==> src/common/mst_pkg.sv <==
package mst_pkg;
	localparam int APB_AW = 8;
	// register byte offsets
	localparam logic [7:0] REG_CTRL = 8'h00;
	localparam logic [7:0] REG_CMD = 8'h04;
	localparam logic [7:0] REG_STAT = 8'h08;
	localparam logic [7:0] REG_MMAP = 8'h0C;
	localparam logic [7:0] REG_THR0 = 8'h10;
	localparam logic [7:0] REG_THR1 = 8'h14;
	localparam logic [7:0] REG_THR2 = 8'h18;
	localparam logic [7:0] REG_MOUT = 8'h1C;
	localparam logic [7:0] REG_IOUT = 8'h20;
	// control fields
	localparam int CTRL_ANALOG = 2;
	localparam int CTRL_CLRALM = 0;
	// command register fields
	localparam int CMD_M_LSB = 0;
	localparam int CMD_S_LSB = 8;
	localparam int CMD_T_LSB = 24;
	localparam int CMD_HAS_M = 28;
	localparam int CMD_HAS_S = 29;
	localparam int CMD_HAS_T = 30;
	localparam int CMD_MOTION = 31;
	// m code map entry: valid, bit index 0..63 (64 register bits)
	localparam int MMAP_VALID = 15;
	localparam int MMAP_ENTRIES = 100;
	localparam logic [6:0] M_STOP = 7'h00;
	localparam logic [6:0] M_OPT = 7'h01;
	localparam logic [6:0] M_END = 7'h02;
	localparam logic [6:0] M_REW = 7'h1E;
	localparam logic [6:0] M_SUBCALL = 7'h62;
	localparam logic [6:0] M_SUBRET = 7'h63;
	localparam logic [6:0] M_BIN_MAX = 7'h27;
	localparam logic [15:0] THR0_RST = 16'h03E8;
	localparam logic [15:0] THR1_RST = 16'h07D0;
	localparam logic [15:0] THR2_RST = 16'h0FA0;
	localparam logic [31:0] CTRL_RST = 32'h0000_0000;

	typedef struct packed {
		logic m_code_strobe;
		logic s_code_strobe;
		logic tool_code_strobe;
	} mst_strobe_s;

	typedef struct packed {
		logic all_functions_done;
		logic m_function_done;
		logic s_function_done;
		logic t_function_done;
		logic m_acknowledge;
		logic s_acknowledge;
		logic gear_shift_done;
	} mst_plc_in_s;

	typedef struct packed {
		logic decoded_program_stop;
		logic decoded_optional_stop;
		logic decoded_program_end;
		logic decoded_end_rewind;
	} mst_dec_s;

	typedef enum logic [6:0] {
		ST_IDLE = 7'b0000001,
		ST_M = 7'b0000010,
		ST_S = 7'b0000100,
		ST_T = 7'b0001000,
		ST_WAIT_DONE = 7'b0010000,
		ST_WAIT_LOW = 7'b0100000,
		ST_ALARM = 7'b1000000
	} mst_state_e;
endpackage : mst_pkg

==> src/verilog/mst_function_handshake.sv <==
`timescale 1ns/1ps
// Behaviour
// [RULE_01] on an m code, drive its mapped register bit and m strobe together
// [RULE_02] alarm when a called m code has no register bit mapped
// [RULE_03] functions are issued while block motion or dwell proceeds
// [RULE_04] several functions in one block issue one after another
// [RULE_05] next block starts only after all-done input seen high
// [RULE_06] plc raises m done and all done after the m operation
// [RULE_07] plc holds all done low until every concurrent function ends
// [RULE_08] plc holds m acknowledge low during execution, high on completion
// [RULE_09] one control bit selects gear or analog spindle handling
// [RULE_10] gear mode takes S1..S8 onto gear bits 0..7, alarms otherwise
// [RULE_11] gear mode drives gear bit and s strobe together
// [RULE_12] plc handles s acknowledge, s done and all done likewise
// [RULE_13] analog mode picks a gear step from speed and three thresholds
// [RULE_14] analog mode drives the step bit and s strobe together
// [RULE_15] plc raises gear shift done after the gear change
// [RULE_16] a tool code places its number on the tool word with strobe
// [RULE_17] plc raises tool done and all done after the tool operation
// [RULE_18] subprogram and macro call codes are handled inside, never output
// [RULE_19] stop, optional stop, end and rewind codes add a decoded signal
// [RULE_20] m codes 0 to 39 are also given as a binary value
// [RULE_21] decoded signals sit on bits 7,6,5,4 of one byte
// [RULE_22] decoded signals clear on all done high or on reset
// [RULE_23] after all done, drop strobes and codes, wait for all done low
module mst_function_handshake (
	// clocking
	input wire logic ref_clk,
	input wire logic resetn,
	input wire logic clk_en,
	// apb slave
	input wire logic psel,
	input wire logic penable,
	input wire logic pwrite,
	input wire logic [7:0] paddr,
	input wire logic [31:0] pwdata,
	output logic [31:0] prdata,
	output logic pready,
	output logic pslverr,
	// plc answers (pins)
	input wire mst_pkg::mst_plc_in_s plc_in,
	// plc outputs
	output mst_pkg::mst_strobe_s strobe,
	output logic [63:0] m_reg_bits,
	output logic [7:0] m_binary,
	output logic [7:0] decoded_byte,
	output logic [7:0] gear_addr,
	output logic [2:0] gear_step,
	output logic [7:0] tool_word,
	// sequencer status
	output logic block_done,
	output logic alarm
);
	mst_pkg::mst_plc_in_s plc_s;
	mst_pkg::mst_state_e state, next_state;
	logic [31:0] ctrl, next_ctrl;
	logic [31:0] cmd, next_cmd;
	logic [6:0] map_idx [mst_pkg::MMAP_ENTRIES];
	logic map_vld [mst_pkg::MMAP_ENTRIES];
	logic has_m, has_s, has_t, next_has_m, next_has_s, next_has_t;
	logic [2:0] step_c;
	logic next_alarm, next_block_done;
	mst_pkg::mst_strobe_s next_strobe;
	logic [63:0] next_m_reg_bits;
	logic [7:0] next_m_binary, next_decoded, next_gear_addr, next_tool_word;
	logic [2:0] next_gear_step;
	logic [15:0] thr0, thr1, thr2, next_thr0, next_thr1, next_thr2;
	logic wr, rd;
	logic [6:0] mcode;
	logic [15:0] scode;

	function automatic logic mapped_addr(input logic [7:0] a);
		mapped_addr = (a == mst_pkg::REG_CTRL) || (a == mst_pkg::REG_CMD) ||
			(a == mst_pkg::REG_STAT) || (a == mst_pkg::REG_MMAP) ||
			(a == mst_pkg::REG_THR0) || (a == mst_pkg::REG_THR1) ||
			(a == mst_pkg::REG_THR2) || (a == mst_pkg::REG_MOUT) ||
			(a == mst_pkg::REG_IOUT);
	endfunction : mapped_addr

	mst_sync #(.W(7)) u_sync (
		.ref_clk(ref_clk),
		.resetn(resetn),
		.clk_en(clk_en),
		.d(plc_in),
		.q(plc_s)
	);

	mst_gear_step u_step (
		.speed(scode),
		.thr0(thr0),
		.thr1(thr1),
		.thr2(thr2),
		.step(step_c)
	); // [RULE_13]

	assign wr = psel && penable && pwrite && clk_en;
	assign rd = psel && !pwrite;
	assign pready = 1'b1;
	assign pslverr = psel && penable && !mapped_addr(paddr);
	assign mcode = cmd[mst_pkg::CMD_M_LSB +: 7];
	assign scode = cmd[mst_pkg::CMD_S_LSB +: 16];

	always_comb begin
		prdata = 32'h0000_0000;
		if (rd) begin
			case (paddr)
				mst_pkg::REG_CTRL: prdata = ctrl;
				mst_pkg::REG_CMD: prdata = cmd;
				mst_pkg::REG_STAT: prdata = {16'h0000, state, plc_s,
					block_done, alarm};
				mst_pkg::REG_THR0: prdata = {16'h0000, thr0};
				mst_pkg::REG_THR1: prdata = {16'h0000, thr1};
				mst_pkg::REG_THR2: prdata = {16'h0000, thr2};
				mst_pkg::REG_MOUT: prdata = {16'h0000, decoded_byte,
					m_binary};
				mst_pkg::REG_IOUT: prdata = {13'h0000, gear_step,
					tool_word, gear_addr};
				default: prdata = 32'h0000_0000;
			endcase
		end
	end

	// m code map table: write {valid, index, bit} via REG_MMAP
	always_ff @(posedge ref_clk) begin
		if (!resetn) begin
			for (int i = 0; i < mst_pkg::MMAP_ENTRIES; i++) begin
				map_vld[i] <= 1'b0;
				map_idx[i] <= 7'h00;
			end
		end else if (wr && paddr == mst_pkg::REG_MMAP &&
				pwdata[14:8] < 7'd100) begin
			map_vld[pwdata[14:8]] <= pwdata[mst_pkg::MMAP_VALID];
			map_idx[pwdata[14:8]] <= {1'b0, pwdata[5:0]};
		end
	end

	always_comb begin
		next_state = state;
		next_ctrl = ctrl;
		next_cmd = cmd;
		next_thr0 = thr0;
		next_thr1 = thr1;
		next_thr2 = thr2;
		next_has_m = has_m;
		next_has_s = has_s;
		next_has_t = has_t;
		next_alarm = alarm;
		next_block_done = 1'b0;
		next_strobe = strobe;
		next_m_reg_bits = m_reg_bits;
		next_m_binary = m_binary;
		next_decoded = decoded_byte;
		next_gear_addr = gear_addr;
		next_gear_step = gear_step;
		next_tool_word = tool_word;
		if (wr) begin
			case (paddr)
				mst_pkg::REG_CTRL: next_ctrl = pwdata;
				mst_pkg::REG_THR0: next_thr0 = pwdata[15:0];
				mst_pkg::REG_THR1: next_thr1 = pwdata[15:0];
				mst_pkg::REG_THR2: next_thr2 = pwdata[15:0];
				default: next_ctrl = ctrl;
			endcase
		end
		if (plc_s.all_functions_done) begin
			next_decoded = 8'h00; // [RULE_22]
		end
		case (state)
			mst_pkg::ST_IDLE: begin
				// block accepted with its motion flag; functions run alongside
				if (wr && paddr == mst_pkg::REG_CMD &&
						!plc_s.all_functions_done) begin // [RULE_03]
					next_cmd = pwdata;
					next_has_m = pwdata[mst_pkg::CMD_HAS_M];
					next_has_s = pwdata[mst_pkg::CMD_HAS_S];
					next_has_t = pwdata[mst_pkg::CMD_HAS_T];
					next_state = mst_pkg::ST_M;
				end
			end
			mst_pkg::ST_M: begin
				next_state = mst_pkg::ST_S; // [RULE_04]
				if (has_m) begin
					if (mcode == mst_pkg::M_SUBCALL ||
							mcode == mst_pkg::M_SUBRET) begin
						next_has_m = 1'b0; // [RULE_18]
					end else if (mcode >= 7'd100 || !map_vld[mcode]) begin
						next_alarm = 1'b1; // [RULE_02]
						next_state = mst_pkg::ST_ALARM;
					end else begin
						next_m_reg_bits = 64'h0;
						next_m_reg_bits[map_idx[mcode][5:0]] = 1'b1;
						next_strobe.m_code_strobe = 1'b1; // [RULE_01]
						if (mcode <= mst_pkg::M_BIN_MAX) begin
							next_m_binary = {1'b0, mcode}; // [RULE_20]
						end
						// [RULE_19] [RULE_21]
						next_decoded = {mcode == mst_pkg::M_STOP,
							mcode == mst_pkg::M_OPT, mcode == mst_pkg::M_END,
							mcode == mst_pkg::M_REW, 4'h0};
					end
				end
			end
			mst_pkg::ST_S: begin
				next_state = mst_pkg::ST_T;
				if (has_s) begin
					if (ctrl[mst_pkg::CTRL_ANALOG]) begin // [RULE_09]
						next_gear_step = step_c;
						next_strobe.s_code_strobe = 1'b1; // [RULE_14]
					end else if (scode >= 16'h0001 && scode <= 16'h0008) begin
						next_gear_addr = 8'h01 << (scode[3:0] - 4'h1);
						next_strobe.s_code_strobe = 1'b1; // [RULE_10] [RULE_11]
					end else begin
						next_alarm = 1'b1; // [RULE_10]
						next_state = mst_pkg::ST_ALARM;
					end
				end
			end
			mst_pkg::ST_T: begin
				next_state = mst_pkg::ST_WAIT_DONE;
				if (has_t) begin
					next_tool_word = {4'h0, cmd[mst_pkg::CMD_T_LSB +: 4]};
					next_strobe.tool_code_strobe = 1'b1; // [RULE_16]
				end
				if (!has_m && !has_s && !has_t) begin
					next_block_done = 1'b1;
					next_state = mst_pkg::ST_IDLE;
				end
			end
			mst_pkg::ST_WAIT_DONE: begin
				if (plc_s.all_functions_done) begin // [RULE_05] [RULE_07]
					next_strobe = '0; // [RULE_23]
					next_m_reg_bits = 64'h0;
					next_m_binary = 8'h00;
					next_gear_addr = 8'h00;
					next_gear_step = 3'h0;
					next_tool_word = 8'h00;
					next_state = mst_pkg::ST_WAIT_LOW;
				end
			end
			mst_pkg::ST_WAIT_LOW: begin
				if (!plc_s.all_functions_done) begin // [RULE_23]
					next_block_done = 1'b1;
					next_state = mst_pkg::ST_IDLE;
				end
			end
			mst_pkg::ST_ALARM: begin
				next_strobe = '0;
				if (wr && paddr == mst_pkg::REG_CTRL &&
						pwdata[mst_pkg::CTRL_CLRALM]) begin
					next_alarm = 1'b0;
					next_ctrl[mst_pkg::CTRL_CLRALM] = 1'b0;
					next_state = mst_pkg::ST_IDLE;
				end
			end
			default: next_state = mst_pkg::ST_IDLE;
		endcase
		if (!clk_en) begin
			next_state = state;
			next_ctrl = ctrl;
			next_cmd = cmd;
			next_thr0 = thr0;
			next_thr1 = thr1;
			next_thr2 = thr2;
			next_has_m = has_m;
			next_has_s = has_s;
			next_has_t = has_t;
			next_alarm = alarm;
			next_block_done = block_done;
			next_strobe = strobe;
			next_m_reg_bits = m_reg_bits;
			next_m_binary = m_binary;
			next_decoded = decoded_byte;
			next_gear_addr = gear_addr;
			next_gear_step = gear_step;
			next_tool_word = tool_word;
		end
	end

	always_ff @(posedge ref_clk) begin
		if (!resetn) begin
			state <= mst_pkg::ST_IDLE;
			ctrl <= mst_pkg::CTRL_RST;
			cmd <= 32'h0000_0000;
			thr0 <= mst_pkg::THR0_RST;
			thr1 <= mst_pkg::THR1_RST;
			thr2 <= mst_pkg::THR2_RST;
			has_m <= 1'b0;
			has_s <= 1'b0;
			has_t <= 1'b0;
			alarm <= 1'b0;
			block_done <= 1'b0;
			strobe <= '0;
			m_reg_bits <= 64'h0;
			m_binary <= 8'h00;
			decoded_byte <= 8'h00; // [RULE_22]
			gear_addr <= 8'h00;
			gear_step <= 3'h0;
			tool_word <= 8'h00;
		end else begin
			state <= next_state;
			ctrl <= next_ctrl;
			cmd <= next_cmd;
			thr0 <= next_thr0;
			thr1 <= next_thr1;
			thr2 <= next_thr2;
			has_m <= next_has_m;
			has_s <= next_has_s;
			has_t <= next_has_t;
			alarm <= next_alarm;
			block_done <= next_block_done;
			strobe <= next_strobe;
			m_reg_bits <= next_m_reg_bits;
			m_binary <= next_m_binary;
			decoded_byte <= next_decoded;
			gear_addr <= next_gear_addr;
			gear_step <= next_gear_step;
			tool_word <= next_tool_word;
		end
	end
endmodule : mst_function_handshake

==> src/verilog/mst_gear_step.sv <==
`timescale 1ns/1ps
module mst_gear_step (
	// speed and thresholds
	input wire logic [15:0] speed,
	input wire logic [15:0] thr0,
	input wire logic [15:0] thr1,
	input wire logic [15:0] thr2,
	// one-hot step
	output logic [2:0] step
);
	// lowest range whose threshold covers the speed; above thr2 -> top step, overriding thr0 and thr1
	always_comb begin
		if (speed <= thr0) begin
			step = 3'h1;
		end else if (speed <= thr1) begin
			step = 3'h2;
		end else begin
			step = 3'h4;
		end
		if (thr2 < speed) begin
			step = 3'h4;
		end
	end
endmodule : mst_gear_step

==> src/verilog/mst_sync.sv <==
`timescale 1ns/1ps
module mst_sync #(
	parameter int W = 7
) (
	// clocking
	input wire logic ref_clk,
	input wire logic resetn,
	input wire logic clk_en,
	// data
	input wire logic [W-1:0] d,
	output logic [W-1:0] q
);
	logic [W-1:0] meta;
	logic [W-1:0] next_meta;
	logic [W-1:0] next_q;

	always_comb begin
		next_meta = meta;
		next_q = q;
		if (!resetn) begin
			next_meta = '0;
			next_q = '0;
		end else if (clk_en) begin
			next_meta = d;
			next_q = meta;
		end
	end

	always_ff @(posedge ref_clk) begin
		meta <= next_meta;
		q <= next_q;
	end
endmodule : mst_sync
==> config.mk <==
export PLATFORM = sky130hd
export DESIGN_NAME = mst_function_handshake
export DESIGN_NICKNAME = d
export VERILOG_FILES = /design/src/common/mst_pkg.sv /design/src/verilog/mst_function_handshake.sv /design/src/verilog/mst_gear_step.sv /design/src/verilog/mst_sync.sv
export SDC_FILE = /design/constraint.sdc
export NUM_CORES = 2
export LEC_CHECK = 0
export BUFFER_PORTS_ARGS = -buffer_cell sky130_fd_sc_hd__buf_2
export CAP_MARGIN = 10
export CORE_MARGIN = 4
export CORE_UTILIZATION = 60
export CTS_CLUSTER_SIZE = 16
export DETAILED_ROUTE_END_ITERATION = 12
export PLACE_DENSITY = 0.78
export SYNTH_ARGS = -nofsm -noshare
export SYNTH_HDL_FRONTEND = slang
export SYNTH_SLANG_ARGS = --single-unit
==> constraint.sdc <==
create_clock -name ref_clk -period 4.1 [get_ports ref_clk]
set_input_delay 0.205 -clock ref_clk [delete_from_list [all_inputs] [get_ports ref_clk]]
set_output_delay 0.205 -clock ref_clk [all_outputs]
set_load 0.05 [all_outputs]
## After elaboration in Yosys (flattened, before gate mapping)

Memory sizes are Yosys's and may differ from the RTL's. A register that Yosys moved wholly into a read port is not among the register bits.
Cells that the tools add are included.

- RAM bits: 700
- Register bits: 240
- Word-level logic and storage cells: 221
- Input bits: 53
- Memories kept: 2
- Output and inout port bits: 138

Memory list:

| name | depth | bits a word | read ports | clocked after Yosys merged registers in | write ports | line | RTL |
|---|---|---|---|---|---|---|---|
| map_idx | 100 | 6 | 1 | 1 | 100 | mst_function_handshake.sv:58 | `logic [6:0] map_idx [mst_pkg::MMAP_ENTRIES];` |
| map_vld | 100 | 1 | 1 | 1 | 100 | mst_function_handshake.sv:59 | `logic map_vld [mst_pkg::MMAP_ENTRIES];` |

- Shifts and indexed selects: 1
- Add/subtract/negate cells: 1
- Mux-type cells: 88
- Eq/ne operators: 36
- Reductions and logical operators: 60
- $lt $le $gt $ge: 10

Operators with widths:

| cell | count |
|---|---|
| 64-bit two-way mux | 4 |
| 32-bit one-hot mux with 8 select lines | 1 |
| 64-bit one-hot mux with 2 select lines | 1 |
| 7-bit two-way mux | 16 |
| 8-bit two-way mux | 14 |
| 7-bit one-hot mux with 7 select lines | 1 |
| 8-bit one-hot mux with 2 select lines | 3 |
| 8-bit by 5-bit equality test with 1-bit output (second input constant) | 4 |
| 16-bit less-or-equal comparator | 2 |
| 32-bit two-way mux | 1 |
| 1-bit two-way mux | 31 |
| 2-bit != test (second input constant) | 14 |
| 7-bit equality test (second input constant) | 3 |
| 3-bit two-way mux | 6 |
| 3-bit AND reduction | 6 |
| 6-bit AND reduction | 3 |
| 8-bit by 4-bit equality test with 1-bit output (second input constant) | 2 |
| 16-bit by 1-bit >= comparator with 1-bit output (second input constant) | 1 |
| 16-bit by 4-bit less-or-equal comparator with 1-bit output (second input constant) | 1 |
| 16-bit < comparator | 1 |
| 1-bit logical AND | 15 |
| 5-bit AND reduction | 3 |
| 7-bit by 1-bit equality test with 1-bit output (second input constant) | 2 |
| 7-bit by 2-bit equality test with 1-bit output (second input constant) | 2 |
| other kinds (32) | 59 |

## Longest topological paths before layout

- Depth after elaboration: 11
- Mapped depth: 15
- Depth with buffers taken out: 11

## Modules after synthesis

A second synthesis with hierarchy kept.

- Cell total of the unflattened synthesis: 4,050
- Area total of the unflattened synthesis: 50,776.2 um2

By module, submodules not included:

| module | instances | cells an instance | area each (um2) |
|---|---|---|---|
| mst_function_handshake | 1 | 3,839 | 49,012.0 |
| mst_gear_step | 1 | 166 | 1,221.2 |
| mst_sync | 1 | 45 | 543.0 |

## Least setup slack after synthesis

OpenSTA, ideal clock, no wires.

- Path type: reg-to-reg
- From: register (tool-made name)
- To: register m_reg_bits[0]
- Data required time: 4,040 ps
- Path buffers: 3
- Arrival: 2,955 ps
- Period minus slack after synthesis: 3,015 ps
- Path slack: 1,085 ps
- Library setup time: 60 ps
- Cell stages (with the launch flop): 12
- Cells stage by stage: dfxtp_1 > buf_4 > buf_2 > buf_1 > mux4_2 > a22oi_1 > nand2_1 > a22o_1 > nor4_4 > nand2_2 > nor4b_4 > a22o_1

RTL lines:

| item | line | RTL |
|---|---|---|
| end signal, assigned | mst_function_handshake.sv:312 | `m_reg_bits <= next_m_reg_bits;` |
| end, declared | mst_function_handshake.sv:44 | `output logic [63:0] m_reg_bits,` |

==> impl_results.md <==
* YS warnings at 0
* Adder-Cell Fraction of Synth Area at around 1.2%
* Metal2 WL at about 63000 um
* Routed wire length at between 100000 and 150000 um
* Post-synth EDFFs at roughly 800
* Synth Area in Compound Gates at under 10%
* Worst Setup Path Type: reg -> reg
* Gr ovfl total at 0
* Final Non-Filler Cells at roughly 5700
* Clock buffer depth at 3
* Max cap viols at 0
* PwrDens at between 400 and 500 nW/um^2
* Seq/Total Area, Yosys at 60.61%
* Internal reg-to-reg setup slack at between 0.15 and 0.2 ns
* Die area at about 89000 um^2
* Worst reg2reg path endpoint: m_reg_bits[47]
* Largest net degree at the start of global routing at between 200 and 250
* Max-slew violation count at 0
* Hold path start: pwdata[15]
* Static leakage at 20.36 nW
* Postcts setup bufs at 0
* H-tree depth at 3
* Final hold vios at 0
* Initial antenna violation count at 0
* Layout Nets at roughly 4500
* Top sig layer: met4
* Async S/R FF share, synth at 0%
* Syn Inst Count at about 4100
* CTS clock-pin slew for the worst setup and hold paths at roughly 0.060 ns
* ANT cells at 0
* Syn avg cell area at approximately 12 um^2
* CTS tree: yes
* Die W at approximately 300 um
* Inserted Clock Buffers at 113
* Multiplexer area fraction after synthesis at roughly 11%
* Cells taking the most area after synthesis: edfxtp_1, dfxtp_1, mux4_2
* Leading cell type in the layout, fill and taps excluded: edfxtp_1
* Setup violators final at 0
* Xor and xnor fraction of the mapped netlist area at less than 1%
* Fillcell total at approximately 5700
* DR DRC count at 0
* Setup TNS at 0 ns
* WHS at 0.05551 ns
* Fmax at approximately 0.26 GHz
* Vias/cell at between 6 and 7
* Main flop type after synthesis: edfxtp_1
* R2R depth at 11
* Antenna-violating nets left at 0
* Post-synth cell types at 85
* Simple-Gate Fraction of Synth Area at between 10% and 20%
* Row cnt at around 110
* RSZ-0062 raised after global routing: false
* Total GRT Usage at just under 30%
* WL met1 at ~51000 um
* IO Port Bufs at approximately 180
* HPWL Detailed at slightly below 90000 um
* Synth Register Bits at roughly 1100
* Synth area leader: edfxtp_1
* Hold endpoint: map_vld[72]
* Clock Skew at 0.05374 ns
* Vias in the first global route at roughly 34000
* Root buffer selected by CTS: clkbuf_16
* Area grow syn2layout at 14.12%
* Share of the synthesized area in the top cell type at between 40% and 50%
* Die Ht at between 200 and 300 um
* Final Critical Period at between 3 and 4 ns
* Fraction of layout cells with a size suffix above 1 at between 15 and 20%
* I/O pins at approximately 190
* Commonest non-fill, non-tap cells in the layout: edfxtp_1, and2_1, nand2_1, dfxtp_1, o21ai_0
* Metal3 WL at about 13000 um
* Worst setup EP type: flip-flop
* Routed WL per cell at around 23 um
* Worst VDD drop at roughly 0.37 mV
* Period utilization at 95.63%
* Drt first pass iters at 6
* 1st-iter DRT viols at approximately 4600
* Outcome: finished, final reports clean
* CP required at around 4.7 ns
* Worst-skew pair later-pin latency at around 0.72 ns
* Hold Path Depth at 3
* Total number of vias at between 30000 and 40000
* Critical Path Fanout Max at 64
* Worst rel slew slack at between 10% and 20%
* Largest family of logic cells by synthesized area: simple AND/OR/NAND/NOR gates
* Slew @ Worst Pin at around 1.2 ns
* Hold crit path type: in -> reg
* First-pass GRT wire length at a little over 200000 um
* Cell Area, Synth at just over 50000 um^2
* Clock sinks at between 1000 and 1500
* Crit path DAT at 4.52 ns
* Starting Density at about three fifths
* Placed Cells incl. Taps at roughly 5400
* Startpoint class of the critical path: flip-flop
* Gp weighted congestion at 0.9346
* Core Area at between 80000 and 90000 um^2
## power by group
part	switching (mW)	total (mW)	internal, mW
combinational	0.629	0.913	0.284
sequential	0.159	12.9	12.7
clock	4.40	10.5	6.12
total	5.19	24.3	19.1
## worst max path at each step
stage	to	cells past startpoint
detailed placement	m_reg_bits[35]	11
global route	m_reg_bits[49]	11
floorplan	m_reg_bits[0]	11
global placement	m_reg_bits[51]	11
CTS	m_reg_bits[35]	11
finish	m_reg_bits[47]	11
## stage by stage
stage	power, mW	utilization (%)	area (um^2)	setup slack, ns
after floorplan	13.60	-	51420	1.085
after global placement	13.96	64.10	53650	0.2547
after detailed placement	14.00	64.10	53650	0.1571
after CTS	24.41	69.08	57810	0.1390
after global routing	25.05	69.09	57820	0.02603
final	24.33	69.09	57820	0.1793
## logic make-up (layout without fill, tap and decap cells)
logic type	Yosys count	after routing
simple gates	1505	1505
flops	1136	1136
compound gates	696	696
buf+inv	363	632
mux	304	304
fa+ha+maj	49	49
other cells	2	202
xor+xnor	1	1
## synth_stat cells, types with 5 or more instances
cell type  instances
a211oi_1           5
a21o_1            19
a21oi_1          124
a221oi_1           7
a222oi_1           8
a22o_1            70
a22oi_1          146
a311oi_1           5
a31oi_1           13
a41oi_1           11
and2_1           613
buf_1             11
buf_2             38
buf_4             13
buf_6             14
clkbuf_1         211
dfxtp_1          340
edfxtp_1         796
ha_1              49
inv_1             67
mux2_2            10
mux2i_1          100
mux4_1             7
mux4_2           187
nand2_1          523
nand2b_1           9
nand3_1           34
nand3b_1           6
nand4_1           13
nor2_1           199
nor2b_1           22
nor3_1            34
nor3b_1            5
nor4_1            10
o211ai_1          13
o21a_1             7
o21ai_0          230
o22ai_1            7
or3_1              5
## worst max-delay path: stages, from the launching register on
cell and delay, ns:
dfxtp_4 0.54, buf_12 0.28, mux4_2 0.57, mux2i_1 0.32, o22ai_1 0.13, o311ai_0 0.44
nand4_1 0.40, o2111ai_4 0.36, a22o_2 0.25, buf_12 0.25, nand2_1 0.12, o21ai_0 0.11
## repair_timing
item / 4_1_cts / 5_1_grt
gates resized for setup: 0 / 1
hold buffers: 33 / 0
hold endpoints to repair: 92 / 0
setup endpoints to repair: 0 / 5
## registers in the layout (all words and copies together) (netlist names), 4 cells and up, named ones only
name / flops
map_idx: 768
map_vld: 128
m_reg_bits: 64
cmd: 32
ctrl: 32
thr0: 16
thr1: 16
thr2: 16
decoded_byte: 8
gear_addr: 8
m_binary: 7
state: 7
u_sync.meta: 7
u_sync.q: 7
tool_word: 4
## area by class of cell
type	instances	area, um^2	share of cell area (%)
inverter	73	276.5	0.4782
tap	1134	1419	2.454
timing repair buffer	344	2429	4.200
clock inverter	59	669.4	1.158
clock buffer	156	3167	5.477
sequential	1136	30720	53.13
multi-input combinational	2757	19140	33.11
## per-layer routing
metal	GRT usage, %	vias to the layer above
met5	0	-
met2	47.47	1882
met3	5.499	381
met4	12.03	0
li1	-	15363
met1	40.76	16948
Note: power is estimated with default switching activity, not from simulation.
